## config.mk

```make
export PLATFORM = sky130hd
export DESIGN_NAME = peh_core
export DESIGN_NICKNAME = d
export VERILOG_FILES = /design/src/peh_pkg.sv /design/src/peh_sync.sv /design/src/peh_core.sv
export SDC_FILE = /design/constraint.sdc
export NUM_CORES = 1
export LEC_CHECK = 0
export ABC_CLOCK_PERIOD_IN_PS = 2550
export BUFFER_PORTS_ARGS = -buffer_cell sky130_fd_sc_hd__buf_2
export CAP_MARGIN = 10
export CORE_MARGIN = 8
export CORE_UTILIZATION = 25
export CTS_CLUSTER_DIAMETER = 40
export DETAILED_ROUTE_END_ITERATION = 7
export PLACE_DENSITY = 0.5
export SLEW_MARGIN = 30
export SYNTH_ARGS = -nofsm -noshare
export SYNTH_HDL_FRONTEND = slang
export SYNTH_SLANG_ARGS = --single-unit
```

## constraint.sdc

```tcl
create_clock -name core_clk -period 2.55 [get_ports core_clk]
set_clock_uncertainty 0.05 [all_clocks]
set_input_delay 0.255 -clock core_clk [delete_from_list [all_inputs] [get_ports core_clk]]
set_output_delay 0.255 -clock core_clk [all_outputs]
set_load 0.01 [all_outputs]
```

## src/peh_pkg.sv

```systemverilog
// constants, register map and field layout of the external handshake block
package peh_pkg;
   // register byte addresses
   localparam logic [7:0] CTRL_ADDR   = 8'h00;
   localparam logic [7:0] CMD_ADDR    = 8'h04;
   localparam logic [7:0] STATUS_ADDR = 8'h08;
   // control fields
   localparam int STANDALONE_BIT  = 0;
   localparam int IFACE_LSB       = 1;
   localparam int HS_VT_BIT       = 3;
   localparam int HS_3V3_BIT      = 4;
   localparam int BUSY_SET_BIT    = 5;
   localparam int FAIL_SET_BIT    = 6;
   localparam int START_SET_BIT   = 7;
   localparam int PASS_SET_BIT    = 8;
   localparam int PASS_MODE_LSB   = 9;
   localparam int MD_USED_BIT     = 11;
   localparam int SUPPLY_SEL_LSB  = 12;
   localparam int SUPPLY_STEP_BIT = 14;
   localparam int TGT_RST_BIT     = 15;
   localparam int BOOT_LVL_BIT    = 16;
   localparam logic [31:0] CTRL_RESET = 32'h0000_0000;
   // command fields
   localparam int CMD_OK_BIT    = 0;
   localparam int CMD_FAIL_BIT  = 1;
   localparam int CMD_CLRF_BIT  = 2;
   // status fields
   localparam int ST_STATE_LSB = 0;
   localparam int ST_PASS_BIT  = 2;
   localparam int ST_FAIL_BIT  = 3;
   localparam int ST_FAULT_BIT = 4;
   localparam int ST_LOST_BIT  = 5;
   localparam int ST_VT_BIT    = 6;
   localparam int ST_RST_BIT   = 7;
   // synchroniser lanes
   localparam int SY_START_VT  = 0;
   localparam int SY_START_3V3 = 1;
   localparam int SY_VT_PRES   = 2;
   localparam int SY_OVERCUR   = 3;
   localparam int SY_VT_OK     = 4;
   localparam int SY_PIN7      = 5;
   localparam int SY_PIN9      = 6;
   localparam int SY_RST       = 7;
   localparam int SY_WIDTH     = 8;
   // timing
   localparam int CLK_PERIOD_NS  = 10;
   localparam int SUPPLY_RISE_NS = 2000000;
   localparam int BLINK_HALF_NS  = 50000000;
   localparam int CNT_W          = 24;
   typedef enum logic [1:0] {IFACE_SWD = 2'b00, IFACE_JTAG = 2'b01, IFACE_UART = 2'b10} peh_iface_t;
   typedef enum logic [1:0] {PASS_RESULT = 2'b00, PASS_LED = 2'b01, PASS_WRITE = 2'b10} peh_pass_t;
   typedef enum logic [1:0] {SUP_OFF = 2'b00, SUP_3V3 = 2'b01, SUP_5V = 2'b10} peh_sup_t;
   typedef enum logic [1:0] {ST_IDLE = 2'b00, ST_POWER = 2'b01, ST_RUN = 2'b10} peh_state_t;
endpackage

```

## src/peh_sync.sv

```systemverilog
// two-flop synchroniser with falling-edge pulses
`timescale 1ns/100ps
`default_nettype none
module peh_sync #(
   parameter int W = 8
) (
   input  wire logic         core_clk,
   input  wire logic         rst_n,
   input  wire logic [W-1:0] d,
   output logic      [W-1:0] q,
   output logic      [W-1:0] fall
);
   logic [W-1:0] s1_r;
   logic [W-1:0] s2_r;
   logic [W-1:0] s3_r;

   always_ff @(posedge core_clk or negedge rst_n)
   begin
      if (!rst_n)
      begin
         s1_r <= '1;
         s2_r <= '1;
         s3_r <= '1;
      end
      else
      begin
         s1_r <= d;
         s2_r <= s1_r;
         s3_r <= s2_r;
      end
   end

   assign q    = s2_r;
   assign fall = s3_r & ~s2_r;
endmodule
`default_nettype wire

```

## src/peh_core.sv

```systemverilog
// external handshake, target supply and uart pin control of the programmer
// How it works
// - busy output high for whole write operation
// - fail output high when write ends failed
// - controller pulses active-low start; device begins a write
// - pass output high when write ends successfully
// - supply-referenced handshake set only with swd target interface
// - handshake works only in standalone mode
// - at most one handshake set enabled
// - uart interface disables supply-referenced handshake signals
// - pass output has three modes and an enable
// - supply-referenced outputs low while reference supply absent
// - uart transmit and receive pins swap with boot-mode use
// - boot-mode output steers target into programming boot
// - target reset only pulls low, open drain
// - at most one target supply output on
// - overcurrent cuts target supply at once
// - reference too low after supply on stops supply
// - supply may follow each write operation
// - fixed 3.3v set usable without supplying target
// - start only on falling edge
// - start edges ignored during a write
// - busy drops low at completion whatever the result
// - supply-referenced outputs stay low after loss for the operation
//
// The plain strobed port and the register addresses are this design's own decisions.
`timescale 1ns/100ps
`default_nettype none
module peh_core #(
   parameter int SETTLE_CYC = (peh_pkg::SUPPLY_RISE_NS + peh_pkg::CLK_PERIOD_NS - 1) / peh_pkg::CLK_PERIOD_NS,
   parameter int BLINK_CYC  = peh_pkg::BLINK_HALF_NS / peh_pkg::CLK_PERIOD_NS
) (
   input  wire logic        core_clk,
   input  wire logic        rst_n,
   input  wire logic [7:0]  reg_addr,
   input  wire logic [31:0] reg_wdata,
   input  wire logic        reg_wr,
   input  wire logic        reg_rd,
   output logic      [31:0] reg_rdata,
   input  wire logic        start_request_n,
   input  wire logic        start_request_n_3v3,
   input  wire logic        vtref_present,
   input  wire logic        vtref_valid,
   input  wire logic        supply_overcurrent,
   output logic             busy_flag_out,
   output logic             pass_result_out,
   output logic             fail_result_out,
   output logic             busy_flag_out_3v3,
   output logic             pass_result_out_3v3,
   output logic             supply_out_3v3,
   output logic             supply_out_5v,
   input  wire logic        target_system_reset_in,
   output logic             target_system_reset_out,
   output logic             target_system_reset_oe,
   output logic             boot_mode_terminal,
   input  wire logic        uart_tx_data,
   output logic             uart_rx_data,
   input  wire logic        pin7_in,
   output logic             pin7_out,
   output logic             pin7_oe,
   input  wire logic        pin9_in,
   output logic             pin9_out,
   output logic             pin9_oe
);
   logic [31:0]               ctrl_r;
   peh_pkg::peh_state_t       state_r;
   logic [peh_pkg::CNT_W-1:0] settle_r;
   logic [peh_pkg::CNT_W-1:0] blink_cnt_r;
   logic                      blink_r;
   logic                      pass_r;
   logic                      fail_r;
   logic                      fault_r;
   logic                      vt_lost_r;
   logic                      supply_on_r;
   logic [peh_pkg::SY_WIDTH-1:0] sy_q;
   logic [peh_pkg::SY_WIDTH-1:0] sy_fall;
   logic                      vt_act;
   logic                      v3_act;
   logic                      vt_gate;
   logic                      start_go;
   logic                      fin_ok;
   logic                      fin_fail;
   logic                      busy_int;
   logic                      pass_lvl;
   logic                      supply_want;
   logic                      settle_done;
   logic                      clr_fault;
   logic                      md_used;
   peh_pkg::peh_iface_t       iface;
   peh_pkg::peh_pass_t        pass_mode;
   peh_pkg::peh_sup_t         sup_sel;

   function automatic logic fld(input logic [31:0] v, input int pos);
      fld = v[pos];
   endfunction

   // pin lanes pass two flops before any use
   peh_sync #(.W(peh_pkg::SY_WIDTH)) u_sync (
      .core_clk (core_clk),
      .rst_n    (rst_n),
      .d        ({target_system_reset_in, pin9_in, pin7_in, vtref_valid, supply_overcurrent,
                  vtref_present, start_request_n_3v3, start_request_n}),
      .q        (sy_q),
      .fall     (sy_fall)
   );

   assign iface     = peh_pkg::peh_iface_t'(ctrl_r[peh_pkg::IFACE_LSB +: 2]);
   assign pass_mode = peh_pkg::peh_pass_t'(ctrl_r[peh_pkg::PASS_MODE_LSB +: 2]);
   assign sup_sel   = peh_pkg::peh_sup_t'(ctrl_r[peh_pkg::SUPPLY_SEL_LSB +: 2]);
   assign md_used   = fld(ctrl_r, peh_pkg::MD_USED_BIT);

   // handshake set qualification
   assign vt_act = fld(ctrl_r, peh_pkg::HS_VT_BIT) && fld(ctrl_r, peh_pkg::STANDALONE_BIT)
                   && iface == peh_pkg::IFACE_SWD;
   assign v3_act = fld(ctrl_r, peh_pkg::HS_3V3_BIT) && fld(ctrl_r, peh_pkg::STANDALONE_BIT);
   assign vt_gate = sy_q[peh_pkg::SY_VT_PRES] && !vt_lost_r;

   // falling edges only, and only while idle
   assign start_go = state_r == peh_pkg::ST_IDLE && fld(ctrl_r, peh_pkg::START_SET_BIT)
                     && ((vt_act && sy_q[peh_pkg::SY_VT_PRES] && sy_fall[peh_pkg::SY_START_VT])
                     || (v3_act && sy_fall[peh_pkg::SY_START_3V3]));

   assign settle_done = settle_r >= peh_pkg::CNT_W'(SETTLE_CYC);
   assign clr_fault   = reg_wr && reg_addr == peh_pkg::CMD_ADDR && reg_wdata[peh_pkg::CMD_CLRF_BIT];
   assign fin_ok   = state_r == peh_pkg::ST_RUN && reg_wr && reg_addr == peh_pkg::CMD_ADDR
                     && reg_wdata[peh_pkg::CMD_OK_BIT] && !reg_wdata[peh_pkg::CMD_FAIL_BIT]
                     && !sy_q[peh_pkg::SY_OVERCUR];
   assign fin_fail = (state_r == peh_pkg::ST_RUN && ((reg_wr && reg_addr == peh_pkg::CMD_ADDR
                     && reg_wdata[peh_pkg::CMD_FAIL_BIT]) || sy_q[peh_pkg::SY_OVERCUR]))
                     || (state_r == peh_pkg::ST_POWER && (fault_r || sy_q[peh_pkg::SY_OVERCUR]
                     || (settle_done && !sy_q[peh_pkg::SY_VT_OK])));
   assign busy_int = state_r != peh_pkg::ST_IDLE;

   // control register; both handshake sets never stored together
   always_ff @(posedge core_clk or negedge rst_n)
   begin
      if (!rst_n)
         ctrl_r <= peh_pkg::CTRL_RESET;
      else if (reg_wr && reg_addr == peh_pkg::CTRL_ADDR)
      begin
         ctrl_r <= reg_wdata;
         ctrl_r[peh_pkg::HS_3V3_BIT] <= reg_wdata[peh_pkg::HS_3V3_BIT]
                                       && !reg_wdata[peh_pkg::HS_VT_BIT];
      end
   end

   // write operation sequence
   always_ff @(posedge core_clk or negedge rst_n)
   begin
      if (!rst_n)
         state_r <= peh_pkg::ST_IDLE;
      else
      begin
         case (state_r)
            peh_pkg::ST_IDLE:
               if (start_go)
                  state_r <= (sup_sel != peh_pkg::SUP_OFF) ? peh_pkg::ST_POWER : peh_pkg::ST_RUN;
            peh_pkg::ST_POWER:
               if (fin_fail)
                  state_r <= peh_pkg::ST_IDLE;
               else if (settle_done)
                  state_r <= peh_pkg::ST_RUN;
            peh_pkg::ST_RUN:
               if (fin_ok || fin_fail)
                  state_r <= peh_pkg::ST_IDLE;
            default:
               state_r <= peh_pkg::ST_IDLE;
         endcase
      end
   end

   // supply settle counter
   always_ff @(posedge core_clk or negedge rst_n)
   begin
      if (!rst_n)
         settle_r <= '0;
      else if (!supply_on_r || state_r != peh_pkg::ST_POWER)
         settle_r <= '0;
      else if (!settle_done)
         settle_r <= settle_r + peh_pkg::CNT_W'(1);
   end

   // result flags, cleared at start
   always_ff @(posedge core_clk or negedge rst_n)
   begin
      if (!rst_n)
      begin
         pass_r <= 1'b0;
         fail_r <= 1'b0;
      end
      else if (start_go)
      begin
         pass_r <= 1'b0;
         fail_r <= 1'b0;
      end
      else if (fin_fail)
         fail_r <= 1'b1;
      else if (fin_ok)
         pass_r <= 1'b1;
   end

   // loss of reference held until next start
   always_ff @(posedge core_clk or negedge rst_n)
   begin
      if (!rst_n)
         vt_lost_r <= 1'b0;
      else if (start_go)
         vt_lost_r <= 1'b0;
      else if (busy_int && !sy_q[peh_pkg::SY_VT_PRES])
         vt_lost_r <= 1'b1;
   end

   // supply fault: overcurrent or low reference after rise
   always_ff @(posedge core_clk or negedge rst_n)
   begin
      if (!rst_n)
         fault_r <= 1'b0;
      else if (sy_q[peh_pkg::SY_OVERCUR] && supply_on_r)
         fault_r <= 1'b1;
      else if (state_r == peh_pkg::ST_POWER && settle_done && !sy_q[peh_pkg::SY_VT_OK])
         fault_r <= 1'b1;
      else if (clr_fault)
         fault_r <= 1'b0;
   end

   // supply either follows the write or stays on
   assign supply_want = sup_sel != peh_pkg::SUP_OFF && !fault_r && !sy_q[peh_pkg::SY_OVERCUR]
                        && (!fld(ctrl_r, peh_pkg::SUPPLY_STEP_BIT) || busy_int);

   always_ff @(posedge core_clk or negedge rst_n)
   begin
      if (!rst_n)
      begin
         supply_on_r    <= 1'b0;
         supply_out_3v3 <= 1'b0;
         supply_out_5v  <= 1'b0;
      end
      else
      begin
         supply_on_r    <= supply_want;
         supply_out_3v3 <= supply_want && sup_sel == peh_pkg::SUP_3V3;
         supply_out_5v  <= supply_want && sup_sel == peh_pkg::SUP_5V;
      end
   end

   // blink timebase for led mode
   always_ff @(posedge core_clk or negedge rst_n)
   begin
      if (!rst_n)
      begin
         blink_cnt_r <= '0;
         blink_r     <= 1'b0;
      end
      else if (!busy_int)
      begin
         blink_cnt_r <= '0;
         blink_r     <= 1'b0;
      end
      else if (blink_cnt_r >= peh_pkg::CNT_W'(BLINK_CYC - 1))
      begin
         blink_cnt_r <= '0;
         blink_r     <= !blink_r;
      end
      else
         blink_cnt_r <= blink_cnt_r + peh_pkg::CNT_W'(1);
   end

   always_comb
   begin
      case (pass_mode)
         peh_pkg::PASS_LED:   pass_lvl = busy_int ? blink_r : pass_r;
         peh_pkg::PASS_WRITE: pass_lvl = busy_int;
         default:             pass_lvl = pass_r;
      endcase
   end

   // handshake outputs
   always_ff @(posedge core_clk or negedge rst_n)
   begin
      if (!rst_n)
      begin
         busy_flag_out       <= 1'b0;
         pass_result_out     <= 1'b0;
         fail_result_out     <= 1'b0;
         busy_flag_out_3v3   <= 1'b0;
         pass_result_out_3v3 <= 1'b0;
      end
      else
      begin
         busy_flag_out       <= vt_act && vt_gate && fld(ctrl_r, peh_pkg::BUSY_SET_BIT) && busy_int;
         pass_result_out     <= vt_act && vt_gate && fld(ctrl_r, peh_pkg::PASS_SET_BIT) && pass_lvl;
         fail_result_out     <= vt_act && vt_gate && fld(ctrl_r, peh_pkg::FAIL_SET_BIT) && fail_r;
         busy_flag_out_3v3   <= v3_act && fld(ctrl_r, peh_pkg::BUSY_SET_BIT) && busy_int;
         pass_result_out_3v3 <= v3_act && fld(ctrl_r, peh_pkg::PASS_SET_BIT) && pass_lvl;
      end
   end

   // target reset, boot mode and uart pin steering
   always_ff @(posedge core_clk or negedge rst_n)
   begin
      if (!rst_n)
      begin
         target_system_reset_out <= 1'b0;
         target_system_reset_oe  <= 1'b0;
         boot_mode_terminal      <= 1'b0;
         pin7_out                <= 1'b1;
         pin7_oe                 <= 1'b0;
         pin9_out                <= 1'b1;
         pin9_oe                 <= 1'b0;
         uart_rx_data            <= 1'b1;
      end
      else
      begin
         target_system_reset_out <= 1'b0;
         target_system_reset_oe  <= fld(ctrl_r, peh_pkg::TGT_RST_BIT);
         boot_mode_terminal      <= md_used && fld(ctrl_r, peh_pkg::BOOT_LVL_BIT);
         pin7_out                <= uart_tx_data;
         pin9_out                <= uart_tx_data;
         pin7_oe                 <= iface == peh_pkg::IFACE_UART && !md_used;
         pin9_oe                 <= iface == peh_pkg::IFACE_UART && md_used;
         uart_rx_data            <= md_used ? sy_q[peh_pkg::SY_PIN7] : sy_q[peh_pkg::SY_PIN9];
      end
   end

   // register read, data in the following cycle only
   always_ff @(posedge core_clk or negedge rst_n)
   begin
      if (!rst_n)
         reg_rdata <= '0;
      else if (!reg_rd)
         reg_rdata <= '0;
      else if (reg_addr == peh_pkg::CTRL_ADDR)
         reg_rdata <= ctrl_r;
      else if (reg_addr == peh_pkg::STATUS_ADDR)
      begin
         reg_rdata <= '0;
         reg_rdata[peh_pkg::ST_STATE_LSB +: 2] <= state_r;
         reg_rdata[peh_pkg::ST_PASS_BIT]  <= pass_r;
         reg_rdata[peh_pkg::ST_FAIL_BIT]  <= fail_r;
         reg_rdata[peh_pkg::ST_FAULT_BIT] <= fault_r;
         reg_rdata[peh_pkg::ST_LOST_BIT]  <= vt_lost_r;
         reg_rdata[peh_pkg::ST_VT_BIT]    <= sy_q[peh_pkg::SY_VT_PRES];
         reg_rdata[peh_pkg::ST_RST_BIT]   <= sy_q[peh_pkg::SY_RST];
      end
      else
         reg_rdata <= '0;
   end
endmodule
`default_nettype wire

```

==> flow_summary.toml <==
[outcome]
status = "finished, final reports clean"

[logic_synthesis]
yosysWarningCount = 0
avgSynthCellArea_sq_um = 11.8
synth-edff-count = 0
ys_async_sr_fraction = 1.00
ys_ff_latch = 151
synth_cells = 523
yosys.area.top_type = "dfrtp_1"
synth_area_leaders = "dfrtp_1 (53%), dfstp_2 (8.5%), mux2_2 (5.7%), nor2_1 (3.9%), nand2_1 (2.7%)"
synth_top_area_frac = 0.533
ys_seq_area_frac = 0.618
synth.distinct_cells = 54
ys_dominant_reg_cell = "dfrtp_1"
syn-cell-area_sq_um = 6150

[global_route]
antenna_found_initial = 1
grt_util_all_layers = 0.0985
grt_first_pass_wirelength_microns = 24000
grt_pass1_vias = 4470
grt_max_degree = 61
overflow = 0

[cts]
cts-resized-gates = 0
cts.sinks = 151
htreeDepth = 4
hold_buffers = 36
post-cts-setup-buffers = 0
cts_root_buf = "clkbuf_16"
cts_made_buffers = 17
cts_max_path_buffers = 2
clkLatencyLatePin_ns = 0.42
cts_tree = "done"
clk_pin_slew_ns = 0.07

[finish]
drive_gt1_frac = 0.296
fin_nets = 731
mostFrequentLayoutCell = "dfrtp_1"
final_cell_mix = "dfrtp_1 (131), buf_2 (97), nor2_1 (64), nand2_1 (44), dlygate4sd3_1 (36)"
syn_to_final_growth_pct = 30.9
num_antenna_cells = 0

[timing]
finalSetupViolCount = 0
finalHoldViolCount = 0
relSlewSlack = 0.607
fmax_mhz = 490
rsz0062_at_grt = "no"
finalSetupTns_ns = 0
worstMarginPinSlew_ns = 0.584
slew_viol_final = 0
whs_ns = 0.0243
final.period_utilization = 0.801
fin_crit_ns = 2.04

[power]
leakage_uw = 0.00379
p_int_uw = 4000
switching_share = 0.241
p_switching_uw = 1270
irDropWorstVdd_uv = 425
p_seq_frac = 0.473
combPwrFrac = 0.047
pwr-share-clk = 0.480
power_density_nw_per_um2 = 654

[drt]
wirelength_microns = 14100
avgViaCountPerCell = 4.21
drt_iter0_markers = 163
drcViolationCount = 0
detail-route-antenna-nets = 0
routed-via-count = 4249
dr.pass1.iters = 6
drt-wirelength-per-cell_microns = 14.0

[hold_path]
min_path_type = "input pin to flop"

[floorplan]
row_count = 57
die_x_microns = 173
initial_core_util = 0.254
die_h_microns = 173
io_pins = 100
coreArea_sq_um = 24200
die_area_sq_um = 29900

[placed_design]
dpl.hpwl_microns = 10100
io_buffers = 98
gp_congestion = 0.757

[flow_run]
drv_cap = 0

[worst_setup_path]
path_class = "flop to flop"
crit_arrival_ns = 2.33
startpoint_type = "flop"
critPathMaxFanout = 8
endpoint_kind = "flop"
required_ns = 2.84
registers in the layout, indices dropped and copies added (netlist names), 2 cells and up:
register,flops
ctrl_r,32
reg_rdata,32
blink_cnt_r,24
settle_r,24
u_sync.q,8
u_sync.s1_r,8
state_r,2
u_sync.s3_r,2
layout make-up:
class,count,area (sq um)
fillers,2481,16200
clock inverters,12,120
inverters,12,45.0
repair buffers,149,995
multi-input cells,342,2210
well taps,324,405
flip-flops and latches,151,3800
clock buffers,20,479
critical path, stage by stage (launching register included):
cell,delay [ns]
dfrtp_1,0.41
nor4_1,0.29
o211ai_1,0.20
buf_4,0.22
or3_1,0.35
or3_1,0.31
a21oi_1,0.14
synthesized netlist by cell type (2+ instances only):
master,instances
and2_1,26
nor4_1,9
inv_1,12
buf_4,3
ha_1,5
nand3_1,12
or3_1,6
and4_1,3
clkbuf_1,8
nor2b_1,2
buf_2,4
o21ai_0,13
nor3b_1,5
o211ai_1,2
a21oi_1,10
mux2i_1,11
dfstp_2,20
o31ai_1,2
and3b_1,2
o21a_1,2
buf_6,2
nand2b_1,3
xnor2_1,18
nand2_1,44
nand3b_1,2
and3_1,10
nor3_1,16
a22oi_1,2
a31oi_1,4
a31o_2,3
dfrtp_1,131
or4_1,2
nand4_1,8
mux2_2,31
nor2_1,64
xor2_1,8
cell families after synthesis:
family	count (synthesis)	share of synthesized area
AO/OA/AOI/OAI	47	0.0492
XOR/XNOR	26	0.0370
adder cells (fa/ha/maj)	5	0.0102
buffers and inverters	31	0.0242
flip-flops	151	0.618
multiplexers	42	0.0746
other	1	0.000609
AND/OR/NAND/NOR	220	0.186
per-stage QoR:
step           setup slack [ns]  total power, uW  cells  instance area [sq um]  utilization
6_report                  0.508             5270   1010                   8050        0.332
5_1_grt                   0.304             5480   1010                   8050        0.332
4_1_cts                   0.494             5360   1010                   8050        0.332
3_5_place_dp              0.515             2750    942                   7090        0.293
3_3_place_gp              0.506             2750    942                   7090        0.293
2_1_floorplan             0.696             2610    524                   6160            -
routing by layer:
metal  global-route usage  routed length [microns]  up-vias
li1                     -                        -     2091
met1                0.124                     6580     2043
met2                0.147                     6180      101
met3               0.0464                     1210       14
met4               0.0313                      142        0
met5                    0                        0        -
power by group through the flow:
| stage | Combinational (uW) | Clock, uW | Sequential [uW] |
|---|---|---|---|
| 2_1_floorplan | 84.6 | 0 | 2530 |
| 3_3_place_gp | 208 | 0 | 2540 |
| 3_5_place_dp | 210 | 0 | 2540 |
| 4_1_cts | 254 | 2610 | 2490 |
| 5_1_grt | 279 | 2700 | 2500 |
| 6_report | 246 | 2530 | 2490 |
worst paths after layout:
check,startpoint,to,slack (ns),cells past startpoint
max,settle_r[15]$_DFFE_PN0P_,settle_r[16]$_DFFE_PN0P_,0.51,6
min in group asynchronous,rst_n,ctrl_r[8]$_DFFE_PN0P_,0.32,2
min reg2reg,u_sync.s1_r[6]$_DFF_PN1_,u_sync.q[6]$_DFF_PN1_,0.30,0
max reg2reg,settle_r[15]$_DFFE_PN0P_,settle_r[16]$_DFFE_PN0P_,0.51,6
min,reg_wdata[12],ctrl_r[12]$_DFFE_PN0P_,0.02,2
max in group asynchronous,rst_n,u_sync.s1_r[6]$_DFF_PN1_,1.42,3
Note: power is estimated with default switching activity, not from simulation.
